[config.mk]
export PLATFORM = sky130hd
export DESIGN_NAME = nvu_nested_vectored_irq_unit
export DESIGN_NICKNAME = d
export VERILOG_FILES = /design/src/hw/nvu_pkg.sv /design/src/hw/nvu_nested_vectored_irq_unit.sv
export VERILOG_INCLUDE_DIRS = /design/src /design/src/hw
export SDC_FILE = /design/constraint.sdc
export NUM_CORES = 1
export LEC_CHECK = 0
export BUFFER_PORTS_ARGS = -buffer_cell sky130_fd_sc_hd__buf_2
export CAP_MARGIN = 5
export CORE_ASPECT_RATIO = 2
export CORE_UTILIZATION = 55
export CTS_BUF_LIST = sky130_fd_sc_hd__clkbuf_16
export CTS_CLUSTER_DIAMETER = 200
export CTS_CLUSTER_SIZE = 14
export DETAILED_ROUTE_END_ITERATION = 8
export MAX_ROUTING_LAYER = met4
export PLACE_DENSITY = 0.76
export SLEW_MARGIN = 20
export SYNTH_ARGS = -nofsm -noshare
export SYNTH_HDL_FRONTEND = slang
export SYNTH_SLANG_ARGS = --single-unit
[constraint.sdc]
create_clock -name core_clk -period 33.9 [get_ports core_clk]
set_input_delay 8.475 -clock core_clk [delete_from_list [all_inputs] [get_ports core_clk]]
set_output_delay 8.475 -clock core_clk [all_outputs]
set_load 0.02 [all_outputs]
[src/hw/nvu_regs.svh]
`ifndef NVU_REGS_SVH
`define NVU_REGS_SVH

// Register byte offsets inside the system control block.
`define NVU_OFF_SETENA 12'h100
`define NVU_OFF_CLRENA 12'h180
`define NVU_OFF_SETPEND 12'h200
`define NVU_OFF_CLRPEND 12'h280
`define NVU_OFF_ACTIVE 12'h300
`define NVU_OFF_IPR 12'h400
`define NVU_IPR_MASK 12'hFE0

// Vector numbering and vector table.
`define NVU_VEC_BASE 6'h10
`define NVU_TBL_BASE 32'h00000000

// Source positions in the interrupt bit vector.
`define NVU_BIT_LVD 0
`define NVU_BIT_WDT 1
`define NVU_BIT_SERIAL 12
`define NVU_BIT_PWRWU 28
`define NVU_BIT_CLKFAIL 30
`define NVU_BIT_RTC 31
`define NVU_RSVD_MASK 32'h08B30000

// Priority fields and reset values.
`define NVU_PRI_MSB 7
`define NVU_PRI_RESET 2'h0
`define NVU_RUN_IDLE 3'h4
`define NVU_REG_RESET 32'h00000000

`endif

[src/hw/nvu_pkg.sv]
package nvu_pkg;

  typedef struct packed {
    logic wr;
    logic rd;
    logic [11:0] addr;
    logic [31:0] wdata;
  } nvu_bus_t;

  typedef struct packed {
    logic low_voltage_detect_irq;
    logic window_watchdog_irq;
    logic serial0_irq;
    logic serial2_irq;
    logic power_down_wakeup_irq;
    logic clock_fail_trim_irq;
    logic rtc_irq;
    logic [31:0] other_irq;
  } nvu_src_t;

  typedef struct packed {
    logic ack;
    logic exc_ret;
    logic [4:0] ret_num;
    logic sys_exc_active;
  } nvu_core_ret_t;

  typedef struct packed {
    logic req;
    logic [5:0] vec;
    logic [31:0] addr;
    logic [1:0] prio;
  } nvu_core_req_t;

endpackage

[src/hw/nvu_nested_vectored_irq_unit.sv]
// Notes on behaviour
// Interrupt inputs are vectors 16 to 47; entry address is vector times four.
// Bit n is vector n plus 16; bit 0 low voltage, bit 1 watchdog.
// Both serial ports share bit 12; bits 16,17,20,21,23,27 carry nothing.
// Power-down wake-up request drives bit 28, vector 44.
// Clock fail and trim request drives bit 30, vector 46.
// Real-time clock request drives bit 31, vector 47.
// Writing ones sets or clears enables; zero bits change nothing.
// Both enable registers read back the current enable state.
// An asserted disabled interrupt becomes pending but not active.
// An active interrupt stays active after disable until reset or return.
// A disabled interrupt never starts a new activation.
// Writing ones sets or clears pending state; zero bits do nothing.
// Both pending registers read back the current pending state.
// Clearing pending never changes an interrupt's active state.
// Each interrupt has an 8-bit priority field, four per register.
// All registers are memory mapped in the system control space.
// Four priority levels, 0 most urgent; all reset to 0.
// Reset, NMI and hard fault outrank every configurable level.
// Preemption happens only for a strictly higher priority.
// Only the top two bits of each priority field exist.
// Accepting an interrupt clears its pending state.
`timescale 1ns/10ps
`default_nettype none
`include "nvu_regs.svh"

module nvu_nested_vectored_irq_unit
  import nvu_pkg::*;
(
  input wire logic core_clk,
  input wire logic rst,
  input wire nvu_bus_t bus,
  output logic [31:0] rdata_q,
  input wire nvu_src_t src,
  input wire nvu_core_ret_t ret,
  output nvu_core_req_t core_req_q
);

  ////////////////////////////////////////////////////////////////////////////
  // Source mapping.

  logic [31:0] src_w;
  logic [31:0] rsvd_w;

  assign rsvd_w = `NVU_RSVD_MASK;
  assign src_w[`NVU_BIT_LVD] = src.low_voltage_detect_irq;
  assign src_w[`NVU_BIT_WDT] = src.window_watchdog_irq;
  assign src_w[11:2] = src.other_irq[11:2];
  assign src_w[`NVU_BIT_SERIAL] = src.serial0_irq | src.serial2_irq;
  assign src_w[27:13] = src.other_irq[27:13] & ~rsvd_w[27:13];
  assign src_w[`NVU_BIT_PWRWU] = src.power_down_wakeup_irq;
  assign src_w[29] = src.other_irq[29];
  assign src_w[`NVU_BIT_CLKFAIL] = src.clock_fail_trim_irq;
  assign src_w[`NVU_BIT_RTC] = src.rtc_irq;

  ////////////////////////////////////////////////////////////////////////////
  // Register decode.

  logic [31:0] en_q;
  logic [31:0] pend_q;
  logic [31:0] act_q;
  logic [1:0] pri_q [32];
  logic [31:0] en_d;
  logic [31:0] pend_d;
  logic [31:0] act_d;

  logic hit_setena_w;
  logic hit_clrena_w;
  logic hit_setpend_w;
  logic hit_clrpend_w;
  logic hit_active_w;
  logic hit_ipr_w;
  logic [2:0] ipr_sel_w;
  logic [31:0] wmask_w;

  assign hit_setena_w = bus.addr == `NVU_OFF_SETENA;
  assign hit_clrena_w = bus.addr == `NVU_OFF_CLRENA;
  assign hit_setpend_w = bus.addr == `NVU_OFF_SETPEND;
  assign hit_clrpend_w = bus.addr == `NVU_OFF_CLRPEND;
  assign hit_active_w = bus.addr == `NVU_OFF_ACTIVE;
  assign hit_ipr_w = (bus.addr & `NVU_IPR_MASK) == `NVU_OFF_IPR;
  assign ipr_sel_w = bus.addr[4:2];
  assign wmask_w = bus.wdata & ~`NVU_RSVD_MASK;

  logic [31:0] setena_w;
  logic [31:0] clrena_w;
  logic [31:0] setpend_w;
  logic [31:0] clrpend_w;

  assign setena_w = (bus.wr && hit_setena_w) ? wmask_w : 32'h00000000;
  assign clrena_w = (bus.wr && hit_clrena_w) ? wmask_w : 32'h00000000;
  assign setpend_w = (bus.wr && hit_setpend_w) ? wmask_w : 32'h00000000;
  assign clrpend_w = (bus.wr && hit_clrpend_w) ? wmask_w : 32'h00000000;

  ////////////////////////////////////////////////////////////////////////////
  // Core handshake.

  logic [4:0] ack_idx_w;
  logic accept_w;
  logic [31:0] ack_bit_w;
  logic [31:0] ret_bit_w;

  assign ack_idx_w = 5'(core_req_q.vec - `NVU_VEC_BASE);
  assign accept_w = ret.ack && core_req_q.req && en_q[ack_idx_w];
  assign ack_bit_w = accept_w ? (32'h00000001 << ack_idx_w) : 32'h00000000;
  assign ret_bit_w = ret.exc_ret ? (32'h00000001 << ret.ret_num) : 32'h00000000;

  ////////////////////////////////////////////////////////////////////////////
  // State update; hardware sets win over clears.

  assign en_d = (en_q | setena_w) & ~clrena_w;
  assign pend_d = (pend_q & ~clrpend_w & ~ack_bit_w) | setpend_w | (src_w & ~act_q);
  assign act_d = (act_q & ~ret_bit_w) | ack_bit_w;

  always_ff @(posedge core_clk or posedge rst) begin
    if (rst) begin
      en_q <= `NVU_REG_RESET;
      pend_q <= `NVU_REG_RESET;
      act_q <= `NVU_REG_RESET;
    end else begin
      en_q <= en_d;
      pend_q <= pend_d;
      act_q <= act_d;
    end
  end

  always_ff @(posedge core_clk or posedge rst) begin
    if (rst) begin
      for (int i = 0; i < 32; i++) begin
        pri_q[i] <= `NVU_PRI_RESET;
      end
    end else if (bus.wr && hit_ipr_w) begin
      for (int k = 0; k < 4; k++) begin
        pri_q[{ipr_sel_w, 2'(k)}] <= bus.wdata[8 * k + `NVU_PRI_MSB -: 2];
      end
    end
  end

  ////////////////////////////////////////////////////////////////////////////
  // Read path.

  logic [31:0] ipr_word_w;
  logic [31:0] rd_val_w;

  always_comb begin
    ipr_word_w = 32'h00000000;
    for (int k = 0; k < 4; k++) begin
      ipr_word_w[8 * k + `NVU_PRI_MSB -: 2] = pri_q[{ipr_sel_w, 2'(k)}];
    end
  end

  assign rd_val_w = (hit_setena_w || hit_clrena_w) ? en_q :
                    (hit_setpend_w || hit_clrpend_w) ? pend_q :
                    hit_active_w ? act_q :
                    hit_ipr_w ? ipr_word_w :
                    32'h00000000;

  always_ff @(posedge core_clk or posedge rst) begin
    if (rst) begin
      rdata_q <= 32'h00000000;
    end else begin
      rdata_q <= bus.rd ? rd_val_w : 32'h00000000;
    end
  end

  ////////////////////////////////////////////////////////////////////////////
  // Arbitration and preemption on the next state.

  logic [31:0] cand_w;
  logic [2:0] run_prio_w;
  logic best_ok_w;
  logic [4:0] best_idx_w;
  logic [1:0] best_pri_w;
  logic req_w;
  logic [5:0] vec_w;
  nvu_core_req_t core_req_d;

  assign cand_w = pend_d & en_d & ~act_d;

  always_comb begin
    run_prio_w = `NVU_RUN_IDLE;
    for (int i = 0; i < 32; i++) begin
      if (act_d[i] && ({1'b0, pri_q[i]} < run_prio_w)) begin
        run_prio_w = {1'b0, pri_q[i]};
      end
    end
  end

  always_comb begin
    best_ok_w = 1'b0;
    best_idx_w = 5'h00;
    best_pri_w = 2'h3;
    for (int i = 0; i < 32; i++) begin
      if (cand_w[i] && (!best_ok_w || pri_q[i] < best_pri_w)) begin
        best_ok_w = 1'b1;
        best_idx_w = 5'(i);
        best_pri_w = pri_q[i];
      end
    end
  end

  assign req_w = best_ok_w && ({1'b0, best_pri_w} < run_prio_w) && !ret.sys_exc_active;
  assign vec_w = `NVU_VEC_BASE + {1'b0, best_idx_w};

  always_comb begin
    core_req_d.req = req_w;
    core_req_d.vec = req_w ? vec_w : 6'h00;
    core_req_d.addr = req_w ? (`NVU_TBL_BASE + {24'h000000, vec_w, 2'b00}) : 32'h00000000;
    core_req_d.prio = req_w ? best_pri_w : 2'h0;
  end

  always_ff @(posedge core_clk or posedge rst) begin
    if (rst) begin
      core_req_q <= '0;
    end else begin
      core_req_q <= core_req_d;
    end
  end

  ////////////////////////////////////////////////////////////////////////////
  // Assertions.

  logic [2:0] run_prio_q;

  always_ff @(posedge core_clk or posedge rst) begin
    if (rst) begin
      run_prio_q <= `NVU_RUN_IDLE;
    end else begin
      run_prio_q <= run_prio_w;
    end
  end

  a_setena_sets: assert property (@(posedge core_clk) disable iff (rst)
    bus.wr && hit_setena_w |=> ((en_q & $past(wmask_w)) == $past(wmask_w)))
    else $error("Set-enable write did not enable.");

  a_clrena_clears: assert property (@(posedge core_clk) disable iff (rst)
    bus.wr && hit_clrena_w |=> ((en_q & $past(wmask_w)) == 32'h00000000)
      && ((en_q & ~$past(wmask_w)) == ($past(en_q) & ~$past(wmask_w))))
    else $error("Clear-enable write wrong.");

  a_enable_readback: assert property (@(posedge core_clk) disable iff (rst)
    bus.rd && (hit_setena_w || hit_clrena_w) |=> rdata_q == $past(en_q))
    else $error("Enable readback wrong.");

  a_pend_readback: assert property (@(posedge core_clk) disable iff (rst)
    bus.rd && (hit_setpend_w || hit_clrpend_w) |=> rdata_q == $past(pend_q))
    else $error("Pending readback wrong.");

  a_disabled_pends: assert property (@(posedge core_clk) disable iff (rst)
    1'b1 |=> (pend_q & $past(src_w & ~act_q)) == $past(src_w & ~act_q))
    else $error("Asserted input did not pend.");

  a_no_disabled_act: assert property (@(posedge core_clk) disable iff (rst)
    ret.ack |=> (act_q & ~$past(act_q) & ~$past(en_q)) == 32'h00000000)
    else $error("Disabled interrupt activated.");

  a_active_kept: assert property (@(posedge core_clk) disable iff (rst)
    !ret.exc_ret |=> (act_q & $past(act_q)) == $past(act_q))
    else $error("Active state lost without return.");

  a_clrpend_active: assert property (@(posedge core_clk) disable iff (rst)
    bus.wr && hit_clrpend_w && !ret.ack && !ret.exc_ret |=> act_q == $past(act_q))
    else $error("Clear-pending changed active state.");

  a_prio_low_zero: assert property (@(posedge core_clk) disable iff (rst)
    bus.rd && hit_ipr_w |=> (rdata_q & 32'h3F3F3F3F) == 32'h00000000)
    else $error("Unimplemented priority bits read nonzero.");

  a_ack_unpends: assert property (@(posedge core_clk) disable iff (rst)
    accept_w && !src_w[ack_idx_w] && !(bus.wr && hit_setpend_w)
      |=> !pend_q[$past(ack_idx_w)] && act_q[$past(ack_idx_w)])
    else $error("Accepted interrupt still pending.");

  a_strict_preempt: assert property (@(posedge core_clk) disable iff (rst)
    core_req_q.req |-> ({1'b0, core_req_q.prio} < run_prio_q))
    else $error("Request without strictly higher priority.");

  a_vector_addr: assert property (@(posedge core_clk) disable iff (rst)
    core_req_q.req |-> core_req_q.vec >= 6'h10 && core_req_q.vec <= 6'h2F
      && core_req_q.addr == {24'h000000, core_req_q.vec, 2'b00})
    else $error("Vector number or address wrong.");

  a_fixed_masks: assert property (@(posedge core_clk) disable iff (rst)
    ret.sys_exc_active |=> !core_req_q.req)
    else $error("Request raised during fixed-priority exception.");

  a_rsvd_unused: assert property (@(posedge core_clk) disable iff (rst)
    ((en_q | pend_q | act_q) & `NVU_RSVD_MASK) == 32'h00000000)
    else $error("Reserved interrupt bit set.");

  a_setpend_sets: assert property (@(posedge core_clk) disable iff (rst)
    bus.wr && hit_setpend_w |=> ((pend_q & $past(wmask_w)) == $past(wmask_w)))
    else $error("Set-pending write did not pend.");

  a_clrpend_clears: assert property (@(posedge core_clk) disable iff (rst)
    bus.wr && hit_clrpend_w |=> ((pend_q & $past(wmask_w & ~src_w)) == 32'h00000000))
    else $error("Clear-pending write did not clear.");

  a_prio_write: assert property (@(posedge core_clk) disable iff (rst)
    bus.wr && hit_ipr_w |=> pri_q[{$past(ipr_sel_w), 2'b11}] == $past(bus.wdata[31:30]))
    else $error("Priority write not stored.");

  a_prio_readback: assert property (@(posedge core_clk) disable iff (rst)
    bus.rd && hit_ipr_w |=> rdata_q[7:6] == $past(pri_q[{ipr_sel_w, 2'b00}]))
    else $error("Priority readback wrong.");

  a_rdata_idle: assert property (@(posedge core_clk) disable iff (rst)
    !bus.rd |=> rdata_q == 32'h00000000)
    else $error("Read data nonzero outside a read.");

  a_return_clears: assert property (@(posedge core_clk) disable iff (rst)
    ret.exc_ret && !accept_w |=> !act_q[$past(ret.ret_num)])
    else $error("Exception return did not clear active.");

  a_lvd_routes: assert property (@(posedge core_clk) disable iff (rst)
    src.low_voltage_detect_irq && !act_q[`NVU_BIT_LVD] |=> pend_q[`NVU_BIT_LVD])
    else $error("Low voltage request not pended.");

  a_serial_shared: assert property (@(posedge core_clk) disable iff (rst)
    (src.serial0_irq || src.serial2_irq) && !act_q[`NVU_BIT_SERIAL] |=> pend_q[`NVU_BIT_SERIAL])
    else $error("Shared serial request not pended.");

  a_wake_routes: assert property (@(posedge core_clk) disable iff (rst)
    src.power_down_wakeup_irq && !act_q[`NVU_BIT_PWRWU] |=> pend_q[`NVU_BIT_PWRWU])
    else $error("Wake-up request not pended.");

  a_clkfail_routes: assert property (@(posedge core_clk) disable iff (rst)
    src.clock_fail_trim_irq && !act_q[`NVU_BIT_CLKFAIL] |=> pend_q[`NVU_BIT_CLKFAIL])
    else $error("Clock fail request not pended.");

  a_rtc_routes: assert property (@(posedge core_clk) disable iff (rst)
    src.rtc_irq && !act_q[`NVU_BIT_RTC] |=> pend_q[`NVU_BIT_RTC])
    else $error("Real-time clock request not pended.");

  c_accept: cover property (@(posedge core_clk) disable iff (rst) accept_w);
  c_nested: cover property (@(posedge core_clk) disable iff (rst) accept_w && act_q != 32'h0);
  c_return: cover property (@(posedge core_clk) disable iff (rst) ret.exc_ret && act_q != 32'h0);
  c_sw_pend: cover property (@(posedge core_clk) disable iff (rst)
    bus.wr && hit_setpend_w ##[1:4] core_req_q.req);
  c_fixed_mask: cover property (@(posedge core_clk) disable iff (rst) ret.sys_exc_active && best_ok_w);

endmodule

`default_nettype wire

==> impl_metrics.csv <==
group,metric,value,unit
outcome,outcome,"finished with violations",
outcome,violations,"design-rule violations, negative setup slack",
logic_synthesis,ys.flop_type,"dfrtp_1",
setup_path,cp_slowest_stage_delay,0.43,ns
drt,first_iter_violations,2239,
logic_synthesis,synth.distinct_cells,114,
setup_path,crit_family,"compound AO/OA/AOI/OAI gates",
cts,cts_buffer_depth,2,
grt,grt_max_degree,129,
finish,postLayoutCellArea,0.0222,mm²
power_and_ir_drop,power_frac_clock,0.393,
worst_hold_path,whs_path_depth,0,
setup_path,rr_worst_depth,184,
grt,grt_pass1_vias,19400,
setup_path,crit_buf_inv,12,
grt,grt_pass1_wl,113000,µm
cts,clk-insertion-delay-late,0.46,ns
power_and_ir_drop,p_leak,10.7,nW
floorplanning,dieArea,0.0299,mm²
drt,avgRoutedWirePerCell,26.7,µm
finish,fillCellCount,2056,
timing,skew,0.0130,ns
logic_synthesis,ys_async_sr_fraction,1.00,
setup_path,critPathRequiredTime,34.28,ns
timing,fin_crit_sh,1.12,
timing,fmax,0.0263,GHz
timing,setup_slack,-4.18,ns
finish,final_layout_size_suffix_gt1_frac,0.419,
drt,routed_via_density,6.83,
cts,root_buffer,"clkbuf_16",
flow_run,drv_cap,0,
logic_synthesis,synth_cells,1862,
drt,drcViolationCount,2,
setup_path,r2r_slack,2.98,ns
finish,final_cells,2801,
setup_path,critPathArrivalTime,38.45,ns
cts,cts_sinks,195,
timing,fin_tns_setup,-36.77,ns
grt,antenna_found_initial,1,
power_and_ir_drop,power_frac_seq,0.458,
power_and_ir_drop,ir_worst_vdd,0.0000377,V
setup_path,reg2reg_from,"core_req_q[6]$_DFF_PP0_",
placed_design,hpwl,54300,µm
logic_synthesis,syn_area_per_cell,8.62,µm²
worst_hold_path,hp-class,"reg2reg",
logic_synthesis,synthTopCellsByCount,"195 x dfrtp_1, 161 x nand2_1, 123 x nor2_1",
cts,cts_buffers,17,
worst_hold_path,holdCritStartpoint,"pend_q[20]$_DFF_PP0_",
power_and_ir_drop,p_sw_frac,0.271,
logic_synthesis,synth_top_cell_area_share,0.304,
placed_design,dpl_worst_slack,-5.89,ns
floorplanning,io_pins,168,
floorplanning,die_y,244,µm
power_and_ir_drop,power_frac_comb,0.149,
setup_path,worst-path-max-fanout,7,
setup_path,path_class,"in2reg",
timing,worst_slew_pin_slew,1.30,ns
drt,dr.pass1.iters,9,
floorplanning,rows,88,
floorplanning,initial_core_util,0.559,
setup_path,reg2reg_to,"core_req_q[8]$_DFF_PP0_",
finish,regArea,0.00488,mm²
setup_path,cpMostUsedCell,"ha_4",
timing,min_period,38.08,ns
floorplanning,coreArea,0.0287,mm²
setup_path,slowest_stage,"or4_4",
grt,grt.overflow.total,0,
power_and_ir_drop,total_power,0.521,mW
cts,hold_buffers,0,
placed_design,port_buffers,124,
floorplanning,die_w,123,µm
logic_synthesis,synth_area_leader_cell,"dfrtp_1",
timing,maxSlewViolCount,0,
placed_design,place_area,0.0200,mm²
placed_design,gp_congestion,1.06,
drt,wirelength,74700,µm
drt,vias,19100,
timing,max_slew_margin,0.135,
placed_design,dpl.cell_count,2672,
grt,grt_use_total,0.534,
cts,path_clk_slew,0.07,ns
logic_synthesis,synth_edf_count,0,
setup_path,crit_path_start_kind,"input pin",
cts,cts_tree,"yes",
logic_synthesis,synth_area,0.0161,mm²
drt,detail-route-antenna-nets,0,
logic_synthesis,synthTopCellsByArea,"dfrtp_1 30%, mux2_2 5.3%, ha_1 4.4%",
timing,hold_slack,0.386,ns
logic_synthesis,ys_seq_area_frac,0.304,
setup_path,critPathCaptureType,"register",
finish,area_growth,38.1,%
logic_synthesis,ys_seq_elements,195,
logic_synthesis,synth.most_common_cell,"dfrtp_1",
finish,fin_nets,2582,
power_and_ir_drop,p_per_area,23.5,mW/mm²
timing,setup_violations,9,
timing,rsz0062_at_grt,"yes",
logic_synthesis,yosysWarnings,0,
finish,final_util,0.771,
finish,multi_input_area,0.0114,mm²
power_and_ir_drop,intPower,0.380,mW
timing,hold_viol,0,
worst_hold_path,holdPathEnd,"pend_q[20]$_DFF_PP0_",
power_and_ir_drop,p_sw,0.141,mW
cts,htree_levels,4,
[cell type report]
| class | count | share of cell area |
|---|---|---|
| diodes | 1 | 0.000113 |
| clock buffers | 17 | 0.0192 |
| clock inverters | 12 | 0.00649 |
| inverters | 114 | 0.0198 |
| multi-input cells | 1477 | 0.515 |
| flip-flops and latches | 195 | 0.220 |
| well taps | 360 | 0.0203 |
| repair buffers | 625 | 0.199 |
[power groups by stage]
stage          Clock [mW]  Combinational (mW)  Sequential, mW
2_1_floorplan           0              0.0425           0.241
3_3_place_gp            0              0.0701           0.242
3_5_place_dp            0              0.0720           0.242
4_1_cts             0.202              0.0737           0.238
5_1_grt             0.214              0.0833           0.238
6_report            0.205              0.0778           0.239
[cell usage in the layout (no fill, tap or decap), types with 26 or more instances in the layout]
cell      count
a21oi_1      81
nor2b_1      64
and2_1       32
mux2_2       73
nand4_1      45
nand3_1      62
nand2_1     149
a222oi_1     26
o21ai_2      26
o21ai_0      90
a21oi_2      33
inv_1       104
or2_2        27
nor2_1      114
ha_1         31
buf_2       122
conb_1       26
dfrtp_1     195
buf_4       499
nand2b_1     28
[cells by family after synthesis]
kind of cell | Yosys count | synth area share
compound gates | 580 | 0.262
fa+ha+maj | 57 | 0.0444
buf+inv | 215 | 0.0611
flops | 195 | 0.304
mux | 113 | 0.0897
other cells | 1 | 0.000234
simple gates | 701 | 0.238
[worst max-delay path by stage]
stage                      start  slack [ns]  cells after the start                      end
after floorplan           ret[1]       -3.21                    181  core_req_q[9]$_DFF_PP0_
after global placement    ret[2]       -5.48                    183  core_req_q[9]$_DFF_PP0_
after detailed placement  ret[2]       -5.89                    184  core_req_q[9]$_DFF_PP0_
after CTS                 ret[3]       -3.70                    184  core_req_q[9]$_DFF_PP0_
after global routing      ret[1]       -5.39                    178  core_req_q[8]$_DFF_PP0_
final                     ret[1]       -4.18                    185  core_req_q[8]$_DFF_PP0_
[registers in the layout (all words and copies together), names as in the netlist]
signal	count
core_req_q	9
act_q	32
rdata_q	32
en_q	26
pri_q	64
pend_q	32
[worst reg2reg max path: cells and delay by family (launching register included)]
kind,cells,cell delay (ns)
AO/OA/AOI/OAI,97,14.09
AND/OR/NAND/NOR,44,7.22
buffers and inverters,11,1.02
flip-flops,1,0.63
adder cells (fa/ha/maj),29,6.96
multiplexers,3,0.95
[repair_timing]
item,CTS,global route
setup buffers,75,27
gates cloned,0,0
resized for setup,99,68
pin swaps,98,57
setup endpoints to repair,9,9
[routing by layer]
layer  vias up  GRT usage  share of wire
li1       8079          -              -
met1      9050      0.465           0.29
met2      1345      0.816           0.47
met3       646      0.224           0.10
met4         0      0.561           0.14
met5         -          -              0
Note: power is estimated with default switching activity, not from simulation.
